**src/core/t16co_pkg.sv**
```systemverilog
// Package for the 16-bit timer compare-output block.
// Assumes a 32-bit AXI4-Lite register bus and one 10 MHz clock.
package t16co_pkg;
    localparam int CLK_PERIOD_NS = 100;
    localparam logic [7:0] ADDR_CTRL = 8'h00;
    localparam logic [7:0] ADDR_FORCE = 8'h04;
    localparam logic [7:0] ADDR_COUNT = 8'h08;
    localparam logic [7:0] ADDR_CMPA = 8'h0C;
    localparam logic [7:0] ADDR_CMPB = 8'h10;
    localparam logic [7:0] ADDR_CAPT = 8'h14;
    localparam logic [7:0] ADDR_FLAGS = 8'h18;
    localparam logic [7:0] ADDR_PORT = 8'h1C;
    localparam int CTRL_WGM_LSB = 0;
    localparam int CTRL_COMA_LSB = 4;
    localparam int CTRL_COMB_LSB = 6;
    localparam int CTRL_CS_LSB = 8;
    localparam int FLAG_OVF = 0;
    localparam int FLAG_CMPA = 1;
    localparam int FLAG_CMPB = 2;
    localparam int FLAG_CAPT = 3;
    localparam int PORT_DIR_LSB = 2;
    localparam int PORT_OC_LSB = 4;
    localparam logic [10:0] CTRL_RESET = 11'h000;
    localparam logic [15:0] CNT_RESET = 16'h0000;
    localparam logic [15:0] CNT_MAX = 16'hFFFF;
    localparam logic [15:0] CNT_BOTTOM = 16'h0000;
    localparam logic [3:0] WGM_NORMAL = 4'h0;
    localparam logic [3:0] WGM_CTC_CMPA = 4'h4;
    localparam logic [3:0] WGM_CTC_CAPT = 4'hC;
    localparam logic [1:0] COM_NONE = 2'h0;
    localparam logic [1:0] COM_TOGGLE = 2'h1;
    localparam logic [1:0] COM_CLEAR = 2'h2;
    localparam logic [1:0] COM_SET = 2'h3;
    localparam logic [1:0] RESP_OKAY = 2'h0;
    localparam logic [1:0] RESP_SLVERR = 2'h2;
    // Prescale masks for divide by 1, 8, 64, 256, 1024
    localparam logic [9:0] PSC_MASK_1 = 10'h000;
    localparam logic [9:0] PSC_MASK_8 = 10'h007;
    localparam logic [9:0] PSC_MASK_64 = 10'h03F;
    localparam logic [9:0] PSC_MASK_256 = 10'h0FF;
    localparam logic [9:0] PSC_MASK_1024 = 10'h3FF;
endpackage

```
**src/core/t16co_timer.sv**
```systemverilog
// 16-bit timer: normal and clear-on-match counting, compare-output pin logic.
// Assumes an AXI4-Lite master, synchronous inputs and one clock domain.
// Operation
// - On a compare match in non-PWM modes, update each output-state bit per its output mode.
// - Reset clears every output-state bit to zero.
// - Nonzero output mode makes the output-state bit replace the port value.
// - Output-state value drives the pin only while direction selects output.
// - Output-state bit can be preset before the pin is made an output.
// - Output mode never affects the capture function.
// - Output mode zero leaves the output-state bit unchanged at matches.
// - A new output mode acts first at the next compare match.
// - In non-PWM modes the force strobe applies the output action at once.
// - Waveform mode sets the count sequence; output mode never does.
// - In non-PWM modes output mode selects set, clear or toggle.
// - Normal mode counts up only, wrapping 0xFFFF to 0x0000.
// - Normal mode sets overflow flag as counter becomes zero; counting never clears it.
// - Overflow interrupt execution clears the overflow flag.
// - Normal mode accepts a counter write at any time.
// - Clear-on-match clears counter at top: compare A in mode 4, capture in 12.
// - Reaching top sets the compare A or capture flag, whichever defines top.
// - Top register writes act directly, no double buffering.
// - Top written below the count is missed until wrap through 0xFFFF.
// - Channel A mode 1 toggles channel A state each match in clear-on-match.
// - Pin frequency is clock over 2*N*(1+compare A), N from 1..1024.
// - Clear-on-match sets overflow as counter passes maximum to 0x0000.
// - Counter equal to compare value sets that channel's flag at the tick.
// - Forced compare sets no flag and leaves the counter alone.
// - A counter write blocks all compare matches at the next timer tick.
`timescale 1ns/10ps
module t16co_timer import t16co_pkg::*; (
    input wire logic i_mclk,
    input wire logic i_resetn,
    input wire logic [7:0] i_awaddr,
    input wire logic i_awvalid,
    output logic o_awready,
    input wire logic [31:0] i_wdata,
    input wire logic [3:0] i_wstrb,
    input wire logic i_wvalid,
    output logic o_wready,
    output logic [1:0] o_bresp,
    output logic o_bvalid,
    input wire logic i_bready,
    input wire logic [7:0] i_araddr,
    input wire logic i_arvalid,
    output logic o_arready,
    output logic [31:0] o_rdata,
    output logic [1:0] o_rresp,
    output logic o_rvalid,
    input wire logic i_rready,
    input wire logic i_capture_event,
    input wire logic [3:0] i_flag_ack,
    output logic [3:0] o_flags,
    output logic o_pin_a_out,
    output logic o_pin_a_oe,
    output logic o_pin_b_out,
    output logic o_pin_b_oe
);
    logic aw_hold_r, w_hold_r, do_write, block_r, tick, is_ctc, non_pwm;
    logic match_a, match_b, top_hit, wr_ctrl, wr_force, wr_cnt, wr_flags;
    logic [1:0] oc_r, com_a, com_b;
    logic [2:0] cs;
    logic [3:0] wstrb_r, flags_r, port_r, wgm, flag_set, flag_clr;
    logic [7:0] awaddr_r;
    logic [9:0] psc_r, psc_mask;
    logic [10:0] ctrl_r;
    logic [15:0] cnt_r, cmpa_r, cmpb_r, cap_r, top;
    logic [31:0] wdata_r, wr_word, wr_mask;

    function automatic logic [31:0] merge(input logic [31:0] old, input logic [31:0] nw,
                                          input logic [3:0] strb);
        logic [31:0] res;
        res = old;
        for (int i = 0; i < 4; i++) begin
            if (strb[i]) begin
                res[i*8 +: 8] = nw[i*8 +: 8];
            end
        end
        return res;
    endfunction

    function automatic logic apply_action(input logic [1:0] com, input logic cur);
        case (com)
            COM_TOGGLE: apply_action = ~cur;
            COM_CLEAR: apply_action = 1'b0;
            COM_SET: apply_action = 1'b1;
            default: apply_action = cur;
        endcase
    endfunction

    function automatic logic mapped(input logic [7:0] a);
        mapped = (a[1:0] == 2'b00) && (a <= ADDR_PORT);
    endfunction

    assign wgm = ctrl_r[CTRL_WGM_LSB +: 4];
    assign com_a = ctrl_r[CTRL_COMA_LSB +: 2];
    assign com_b = ctrl_r[CTRL_COMB_LSB +: 2];
    assign cs = ctrl_r[CTRL_CS_LSB +: 3];
    assign is_ctc = (wgm == WGM_CTC_CMPA) || (wgm == WGM_CTC_CAPT);
    assign non_pwm = (wgm == WGM_NORMAL) || is_ctc;
    // Top register read live, so a rewrite below the count is simply missed
    assign top = (wgm == WGM_CTC_CAPT) ? cap_r : cmpa_r;

    // AXI4-Lite write path: address and data taken in either order
    assign do_write = aw_hold_r && w_hold_r && !o_bvalid;
    assign wr_word = merge(32'h0000_0000, wdata_r, wstrb_r);
    assign wr_mask = merge(32'h0000_0000, 32'hFFFF_FFFF, wstrb_r);
    assign wr_ctrl = do_write && (awaddr_r == ADDR_CTRL);
    assign wr_force = do_write && (awaddr_r == ADDR_FORCE);
    assign wr_cnt = do_write && (awaddr_r == ADDR_COUNT);
    assign wr_flags = do_write && (awaddr_r == ADDR_FLAGS);

    always_ff @(posedge i_mclk) begin
        if (!i_resetn) begin
            aw_hold_r <= 1'b0;
            o_awready <= 1'b1;
            awaddr_r <= 8'h00;
        end else begin
            if (i_awvalid && o_awready) begin
                aw_hold_r <= 1'b1;
                o_awready <= 1'b0;
                awaddr_r <= i_awaddr;
            end else if (do_write) begin
                aw_hold_r <= 1'b0;
            end
            if (o_bvalid && i_bready) begin
                o_awready <= 1'b1;
            end
        end
    end

    always_ff @(posedge i_mclk) begin
        if (!i_resetn) begin
            w_hold_r <= 1'b0;
            o_wready <= 1'b1;
            wdata_r <= 32'h0000_0000;
            wstrb_r <= 4'h0;
        end else begin
            if (i_wvalid && o_wready) begin
                w_hold_r <= 1'b1;
                o_wready <= 1'b0;
                wdata_r <= i_wdata;
                wstrb_r <= i_wstrb;
            end else if (do_write) begin
                w_hold_r <= 1'b0;
            end
            if (o_bvalid && i_bready) begin
                o_wready <= 1'b1;
            end
        end
    end

    always_ff @(posedge i_mclk) begin
        if (!i_resetn) begin
            o_bvalid <= 1'b0;
            o_bresp <= RESP_OKAY;
        end else if (do_write) begin
            o_bvalid <= 1'b1;
            o_bresp <= mapped(awaddr_r) ? RESP_OKAY : RESP_SLVERR;
        end else if (o_bvalid && i_bready) begin
            o_bvalid <= 1'b0;
        end
    end

    // Read path: one-cycle answer, no read side effects
    always_ff @(posedge i_mclk) begin
        if (!i_resetn) begin
            o_arready <= 1'b1;
            o_rvalid <= 1'b0;
            o_rdata <= 32'h0000_0000;
            o_rresp <= RESP_OKAY;
        end else if (i_arvalid && o_arready) begin
            o_arready <= 1'b0;
            o_rvalid <= 1'b1;
            o_rresp <= mapped(i_araddr) ? RESP_OKAY : RESP_SLVERR;
            case (i_araddr)
                ADDR_CTRL: o_rdata <= {21'h0, ctrl_r};
                ADDR_COUNT: o_rdata <= {16'h0000, cnt_r};
                ADDR_CMPA: o_rdata <= {16'h0000, cmpa_r};
                ADDR_CMPB: o_rdata <= {16'h0000, cmpb_r};
                ADDR_CAPT: o_rdata <= {16'h0000, cap_r};
                ADDR_FLAGS: o_rdata <= {28'h0000000, flags_r};
                ADDR_PORT: o_rdata <= {26'h0, oc_r, port_r};
                default: o_rdata <= 32'h0000_0000;
            endcase
        end else if (o_rvalid && i_rready) begin
            o_rvalid <= 1'b0;
            o_arready <= 1'b1;
        end
    end

    // Software-written registers; top values have no buffer stage
    always_ff @(posedge i_mclk) begin
        if (!i_resetn) begin
            ctrl_r <= CTRL_RESET;
            cmpa_r <= CNT_RESET;
            cmpb_r <= CNT_RESET;
            port_r <= 4'h0;
        end else if (do_write) begin
            case (awaddr_r)
                ADDR_CTRL: ctrl_r <= (ctrl_r & ~wr_mask[10:0]) | wr_word[10:0];
                ADDR_CMPA: cmpa_r <= (cmpa_r & ~wr_mask[15:0]) | wr_word[15:0];
                ADDR_CMPB: cmpb_r <= (cmpb_r & ~wr_mask[15:0]) | wr_word[15:0];
                ADDR_PORT: port_r <= (port_r & ~wr_mask[3:0]) | wr_word[3:0];
                default: ;
            endcase
        end
    end

    // Prescaler: one enable pulse per N clocks
    always_comb begin
        case (cs)
            3'd1: psc_mask = PSC_MASK_1;
            3'd2: psc_mask = PSC_MASK_8;
            3'd3: psc_mask = PSC_MASK_64;
            3'd4: psc_mask = PSC_MASK_256;
            3'd5: psc_mask = PSC_MASK_1024;
            default: psc_mask = PSC_MASK_1;
        endcase
    end
    assign tick = (cs >= 3'd1) && (cs <= 3'd5) && ((psc_r & psc_mask) == psc_mask);

    always_ff @(posedge i_mclk) begin
        if (!i_resetn || cs == 3'd0) begin
            psc_r <= 10'h000;
        end else begin
            psc_r <= psc_r + 10'h001;
        end
    end

    // A counter write masks matches for the following tick, even when stopped
    always_ff @(posedge i_mclk) begin
        if (!i_resetn) begin
            block_r <= 1'b0;
        end else if (wr_cnt) begin
            block_r <= 1'b1;
        end else if (tick) begin
            block_r <= 1'b0;
        end
    end

    assign match_a = (cnt_r == cmpa_r) && !block_r;
    assign match_b = (cnt_r == cmpb_r) && !block_r;
    assign top_hit = is_ctc && (cnt_r == top) && !block_r;

    // Unsupported PWM codes count as normal mode
    always_ff @(posedge i_mclk) begin
        if (!i_resetn) begin
            cnt_r <= CNT_RESET;
        end else if (wr_cnt) begin
            cnt_r <= (cnt_r & ~wr_mask[15:0]) | wr_word[15:0];
        end else if (tick) begin
            if (top_hit) begin
                cnt_r <= CNT_BOTTOM;
            end else begin
                cnt_r <= cnt_r + 16'h0001;
            end
        end
    end

    // Capture ignores output modes; disabled while capture register is top
    always_ff @(posedge i_mclk) begin
        if (!i_resetn) begin
            cap_r <= CNT_RESET;
        end else if (do_write && awaddr_r == ADDR_CAPT) begin
            cap_r <= (cap_r & ~wr_mask[15:0]) | wr_word[15:0];
        end else if (i_capture_event && wgm != WGM_CTC_CAPT) begin
            cap_r <= cnt_r;
        end
    end

    always_comb begin
        flag_set = 4'h0;
        if (tick && !wr_cnt && cnt_r == CNT_MAX) begin
            flag_set[FLAG_OVF] = 1'b1;
        end
        if (tick && match_a) begin
            flag_set[FLAG_CMPA] = 1'b1;
        end
        if (tick && match_b) begin
            flag_set[FLAG_CMPB] = 1'b1;
        end
        if (tick && top_hit && wgm == WGM_CTC_CAPT) begin
            flag_set[FLAG_CAPT] = 1'b1;
        end
        if (i_capture_event && wgm != WGM_CTC_CAPT) begin
            flag_set[FLAG_CAPT] = 1'b1;
        end
        flag_clr = i_flag_ack | (wr_flags ? wr_word[3:0] : 4'h0);
    end

    // Set wins over a clear in the same cycle
    always_ff @(posedge i_mclk) begin
        if (!i_resetn) begin
            flags_r <= 4'h0;
        end else begin
            flags_r <= (flags_r & ~flag_clr) | flag_set;
        end
    end
    assign o_flags = flags_r;

    // Output-state bits: match actions on ticks, forced actions at once
    always_ff @(posedge i_mclk) begin
        if (!i_resetn) begin
            oc_r <= 2'b00;
        end else if (non_pwm) begin
            if (wr_force && wr_word[0]) begin
                oc_r[0] <= apply_action(com_a, oc_r[0]);
            end else if (tick && match_a) begin
                oc_r[0] <= apply_action(com_a, oc_r[0]);
            end
            if (wr_force && wr_word[1]) begin
                oc_r[1] <= apply_action(com_b, oc_r[1]);
            end else if (tick && match_b) begin
                oc_r[1] <= apply_action(com_b, oc_r[1]);
            end
        end
    end

    // Pin mux: override value, direction always from the port bit
    always_ff @(posedge i_mclk) begin
        if (!i_resetn) begin
            o_pin_a_out <= 1'b0;
            o_pin_b_out <= 1'b0;
            o_pin_a_oe <= 1'b0;
            o_pin_b_oe <= 1'b0;
        end else begin
            o_pin_a_out <= (com_a != COM_NONE) ? oc_r[0] : port_r[0];
            o_pin_b_out <= (com_b != COM_NONE) ? oc_r[1] : port_r[1];
            o_pin_a_oe <= port_r[PORT_DIR_LSB];
            o_pin_b_oe <= port_r[PORT_DIR_LSB + 1];
        end
    end

    property p_reset_state;
        @(posedge i_mclk) $rose(i_resetn) |-> (oc_r == 2'b00 && o_pin_a_oe == 1'b0);
    endproperty
    a_reset_state: assert property (p_reset_state) else $error("output state not cleared");
    property p_override;
        @(posedge i_mclk) disable iff (!i_resetn)
        ($past(com_a) != COM_NONE && $past(i_resetn)) |-> (o_pin_a_out == $past(oc_r[0]));
    endproperty
    a_override: assert property (p_override) else $error("pin A not overridden");
    property p_dir;
        @(posedge i_mclk) disable iff (!i_resetn)
        $past(i_resetn) |-> (o_pin_b_oe == $past(port_r[PORT_DIR_LSB + 1]));
    endproperty
    a_dir: assert property (p_dir) else $error("pin B enable wrong");
    property p_mode_zero;
        @(posedge i_mclk) disable iff (!i_resetn)
        (com_a == COM_NONE && !wr_ctrl) |=> $stable(oc_r[0]);
    endproperty
    a_mode_zero: assert property (p_mode_zero) else $error("state moved with mode zero");
    property p_toggle;
        @(posedge i_mclk) disable iff (!i_resetn)
        (tick && match_a && is_ctc && com_a == COM_TOGGLE && !wr_force) |=> (oc_r[0] != $past(oc_r[0]));
    endproperty
    a_toggle: assert property (p_toggle) else $error("no toggle on match");
    property p_wrap;
        @(posedge i_mclk) disable iff (!i_resetn)
        (tick && wgm == WGM_NORMAL && !wr_cnt && cnt_r == CNT_MAX) |=> (cnt_r == CNT_BOTTOM && flags_r[FLAG_OVF]);
    endproperty
    a_wrap: assert property (p_wrap) else $error("normal wrap wrong");
    property p_ctc_clear;
        @(posedge i_mclk) disable iff (!i_resetn)
        (tick && top_hit && !wr_cnt) |=> (cnt_r == CNT_BOTTOM);
    endproperty
    a_ctc_clear: assert property (p_ctc_clear) else $error("no clear at top");
    property p_block;
        @(posedge i_mclk) disable iff (!i_resetn)
        (tick && block_r && !flags_r[FLAG_CMPA]) |=> !flags_r[FLAG_CMPA];
    endproperty
    a_block: assert property (p_block) else $error("match not blocked");
    property p_flag_set;
        @(posedge i_mclk) disable iff (!i_resetn)
        (tick && match_a) |=> flags_r[FLAG_CMPA];
    endproperty
    a_flag_set: assert property (p_flag_set) else $error("compare flag missed");
    property p_force;
        @(posedge i_mclk) disable iff (!i_resetn)
        (wr_force && !tick && !flags_r[FLAG_CMPA]) |=> (!flags_r[FLAG_CMPA] && $stable(cnt_r));
    endproperty
    a_force: assert property (p_force) else $error("force touched flag or count");
    property p_missed_top;
        @(posedge i_mclk) disable iff (!i_resetn)
        (tick && is_ctc && !wr_cnt && cnt_r > top && cnt_r != CNT_MAX) |=> (cnt_r == $past(cnt_r) + 16'h0001);
    endproperty
    a_missed_top: assert property (p_missed_top) else $error("missed top not counted");
    property p_tick_only;
        @(posedge i_mclk) disable iff (!i_resetn)
        (!tick && !wr_cnt) |=> $stable(cnt_r);
    endproperty
    a_tick_only: assert property (p_tick_only) else $error("count moved without tick");
endmodule

```
**config.mk**
```make
export PLATFORM = sky130hd
export DESIGN_NAME = t16co_timer
export DESIGN_NICKNAME = d
export VERILOG_FILES = /design/src/core/t16co_pkg.sv /design/src/core/t16co_timer.sv
export SDC_FILE = /design/constraint.sdc
export NUM_CORES = 1
export LEC_CHECK = 0
export ABC_CLOCK_PERIOD_IN_PS = 2400
export BUFFER_PORTS_ARGS = -buffer_cell sky130_fd_sc_hd__buf_4
export CORE_UTILIZATION = 50
export CTS_CLUSTER_DIAMETER = 200
export DETAILED_ROUTE_END_ITERATION = 8
export HOLD_SLACK_MARGIN = 0.08
export PLACE_DENSITY = 0.73
export SETUP_SLACK_MARGIN = 0.3
export SLEW_MARGIN = 30
export SYNTH_ARGS = -nofsm -noshare
export SYNTH_HDL_FRONTEND = slang
export SYNTH_SLANG_ARGS = --single-unit
```
**constraint.sdc**
```tcl
create_clock -name i_mclk -period 2.4 [get_ports i_mclk]
set_clock_uncertainty 0.15 [all_clocks]
set_input_delay 0.36 -clock i_mclk [delete_from_list [all_inputs] [get_ports i_mclk]]
set_output_delay 0.36 -clock i_mclk [all_outputs]
set_load 0.05 [all_outputs]
```
==> summary.md <==
| Metric | Value |
|---|---|
| Status | `finished, violations left` |
| Failing checks | `design-rule violations, negative setup slack` |
| Num CTS Buffers | `17` |
| Crit start category | `register` |
| Critical path's slowest cell | `o31a_4` |
| Switching share of power | `26.2%` |
| Largest net degree at the start of global routing | `53` |
| Grt ovf | `0` |
| # rows | `44` |
| Slew headroom | `30.7%` |
| Busiest grt layer | `met2` |
| Root Driver | `clkbuf_16` |
| Worst path depth | `9` |
| Cell repeated most along the worst path | `buf_4` |
| Most common cell in the netlist | `dfxtp_1` |
| Comb power frac | `8.4%` |
| Initial Util | `52.0%` |
| DRT Pass-1 Iters | `9` |
| Total track usage | `about a third` |
| Die X | `126 um` |
| Lkg Pwr | `about 4.3 nW` |
| Post-synth top cells | `dfxtp_1 (151), nor2_1 (118), nand2_1 (112)` |
| # setup viols final | `17` |
| Cell family with most CP delay | `compound AO/OA/AOI/OAI gates` |
| Syn Area/Cell | `8.02 um^2` |
| Clock power frac | `45.3%` |
| P_sw | `0.00147 W` |
| RSZ-0062 raised after global routing | `yes` |
| Setup ws final | `-0.127 ns` |
| Synth top area share | `approximately two fifths` |
| Hold_sp | `i_awvalid` |
| Worst Reg-to-Reg Cells | `9` |
| DRT iter0 DRCs | `about 1100` |
| Worst-path cell chain | `nor4bb_4 -> buf_4 -> buf_4 -> buf_6 -> nand4_1 -> a211o_1 -> o31a_4 -> a221oi_2 -> nor2_1` |
| Clock slew at the register clock pins of the worst setup and hold paths | `~0.060 ns` |
| DRT Wirelength | `26600 um` |
| Library cells used by synthesis | `between 60 and 70` |
| Seq/Total Area, Yosys | `a little under 40%` |
| Actual slew at the worst max-slew pin | `1.04 ns` |
| DR WL/cell | `19.8 um` |
| Worst EP arrival | `2.69 ns` |
| Worst path max stage delay | `0.42 ns` |
| Area grow syn2layout | `38.6%` |
| Drt drc | `4` |
| Power per Cell Area | `531 mW/mm^2` |
| Synth area leaders | `dfxtp_1 (40%), mux2i_1 (8.0%), a21oi_1 (6.0%), nor2_1 (5.8%), nand2_1 (5.5%)` |
| Flops & latches, synth | `151` |
| Routability cong. | `0.983` |
| Period utilisation layout | `105%` |
| Data required time of the worst path | `2.57 ns` |
| Via Count | `8150` |
| Via density | `6.05` |
| Die footprint | `0.0158 mm^2` |
| Most used flip-flop cell after synthesis | `dfxtp_1` |
| WP buf/inv | `3` |
| Worst R2R Setup Slack | `-0.13 ns` |
| Tot Pwr | `0.00562 W` |
| Vias in the first global route | `~8000` |
| Max VDD drop | `roughly 0.54 mV` |
| M1 GR Usage | `42.7%` |
| Int Power | `0.00415 W` |
| Longest Clk Path Bufs | `2` |
| Minimum clock period after layout | `2.53 ns` |
| FILL cells | `around 1100` |
| Critical path type | `register to register` |
| GRT met2 Usage | `55.1%` |
| Fin Setup TNS | `-1.25 ns` |
| Crit path max fanout | `5` |
| Area leader, netlist | `dfxtp_1` |
| Met3 GRT Util | `7.82%` |
| Core Region | `approximately 0.015 mm^2` |
| Sequential power share | `between 40% and 50%` |
| Post-synth EDFFs | `0` |
| Fin Hold WS | `0.106 ns` |
| Worst min-delay path class | `primary input to register` |
| Fin nets | `1215` |
| Die height | `~130 um` |
| Clock latency at the later pin of the worst-skew pair | `approximately 0.43 ns` |
| HPWL Detailed | `approximately 18000 um` |
| DRT antenna net count | `0` |
| Total of max-cap violations | `0` |
| Cell count after synthesis | `953` |
| First-pass GRT wire length | `41700 um` |
| Share of cells above drive strength 1 | `between 20% and 30%` |
| Num ports | `around 110` |
| Clock sink total | `151` |
| FMAX | `around 0.40 GHz` |
| CTS tree | `yes` |
| Ys async rst share | `0%` |
| Hold Violations, Final | `0` |
| CP Capture Type | `register` |
| Number of port buffers | `76` |
| Antenna diodes | `0` |
| CTS H-tree depth | `4` |
| Warnings, synthesis | `0` |
| Max-slew violations | `0` |
| Initial antenna violation count | `0` |
| Mapped Area | `0.00764 mm^2` |
## routing by layer
layer | vias up | part of all wire (%)
li1 | 3731 | -
met1 | 3825 | 39
met2 | 491 | 47
met3 | 103 | 9.8
met4 | 0 | 4.2
met5 | - | 0
## worst reg2reg max path, cell delays in order, from the launching register on
cell and delay [ns]:
dfxtp_4 0.36, nor4bb_4 0.29, buf_4 0.19, buf_4 0.13, buf_6 0.11, nand4_1 0.10, a211o_1 0.38, o31a_4 0.42
a221oi_2 0.23, nor2_1 0.06
## area by class of cell
type | instances | area [um^2] | share of cell area (%)
Tap cell | 184 | 230 | 2.17
Inverter | 21 | 80.1 | 0.756
Sequential cell | 151 | 3070 | 29.0
Multi-Input combinational cell | 717 | 4650 | 43.9
Timing Repair Buffer | 241 | 2000 | 18.9
Clock inverter | 11 | 88.8 | 0.839
Clock buffer | 21 | 472 | 4.45
## timing repair
action	4_1_cts	5_1_grt
hold buffers	34	0
gates resized for setup	86	33
hold endpoints to repair	34	0
cloned	1	0
setup buffers	12	4
endpoints found under the setup margin	37	47
pin swaps	33	15
## placed cells by master (no fill, tap or decap), drive strengths merged, types with 7 or more instances in the layout
cell type	count
and3	7
inv	23
xor2	37
a21oi	92
nor3	10
clkbuf	21
nand4	8
dfxtp	151
nand2	112
nor2	118
buf	207
a31oi	12
xnor2	8
nor4	11
and2	13
dlygate4sd3	34
a22oi	32
a211oi	9
mux2i	61
o21ai	54
nand3	29
a222oi	10
conb	18
## through the flow
stage                     worst slack, ns  util (%)  instances  instance area [um^2]
after floorplan                   -0.0332         -        970                  7800
after global placement             -0.118      61.8       1263                  9080
after detailed placement           -0.144      61.8       1263                  9090
after CTS                         -0.0652      70.9       1342                 10400
after global routing               -0.230      72.1       1346                 10600
final                              -0.127      72.1       1346                 10600
## worst min path at each step
stage / end / slack, ns / cells after the start
4_1_cts: awaddr_r[5]$_SDFFE_PN0P_ / 0.09 / 3
3_3_place_gp: aw_hold_r$_SDFFE_PN0P_ / 0.31 / 2
6_report: awaddr_r[7]$_SDFFE_PN0P_ / 0.11 / 3
3_5_place_dp: aw_hold_r$_SDFFE_PN0P_ / 0.31 / 2
5_1_grt: awaddr_r[5]$_SDFFE_PN0P_ / 0.12 / 3
2_1_floorplan: psc_r[0]$_SDFF_PP0_ / 0.29 / 1
## cells by family (layout without fill, tap and decap cells)
logic type / after synthesis / in the layout / share of synthesized area [%]
muxes: 61 / 61 / 7.99
adders and majority gates: 2 / 2 / 0.327
xor gates and xnor gates: 45 / 45 / 5.16
DFF: 151 / 151 / 39.6
buffers and inverters: 103 / 294 / 6.16
AOI/OAI and AO/OA: 246 / 247 / 20.1
other: 1 / 18 / 0.0491
and+or+nand+nor: 344 / 344 / 20.6
## power groups by stage
stage | clock network (W) | logic [W] | registers [W]
detailed placement | 0 | 0.000398 | 0.00266
global placement | 0 | 0.000392 | 0.00266
floorplan | 0 | 0.000241 | 0.00267
global route | 0.00266 | 0.000502 | 0.00261
finish | 0.00254 | 0.000470 | 0.00261
CTS | 0.00256 | 0.000453 | 0.00260
Note: power is estimated with default switching activity, not from simulation.
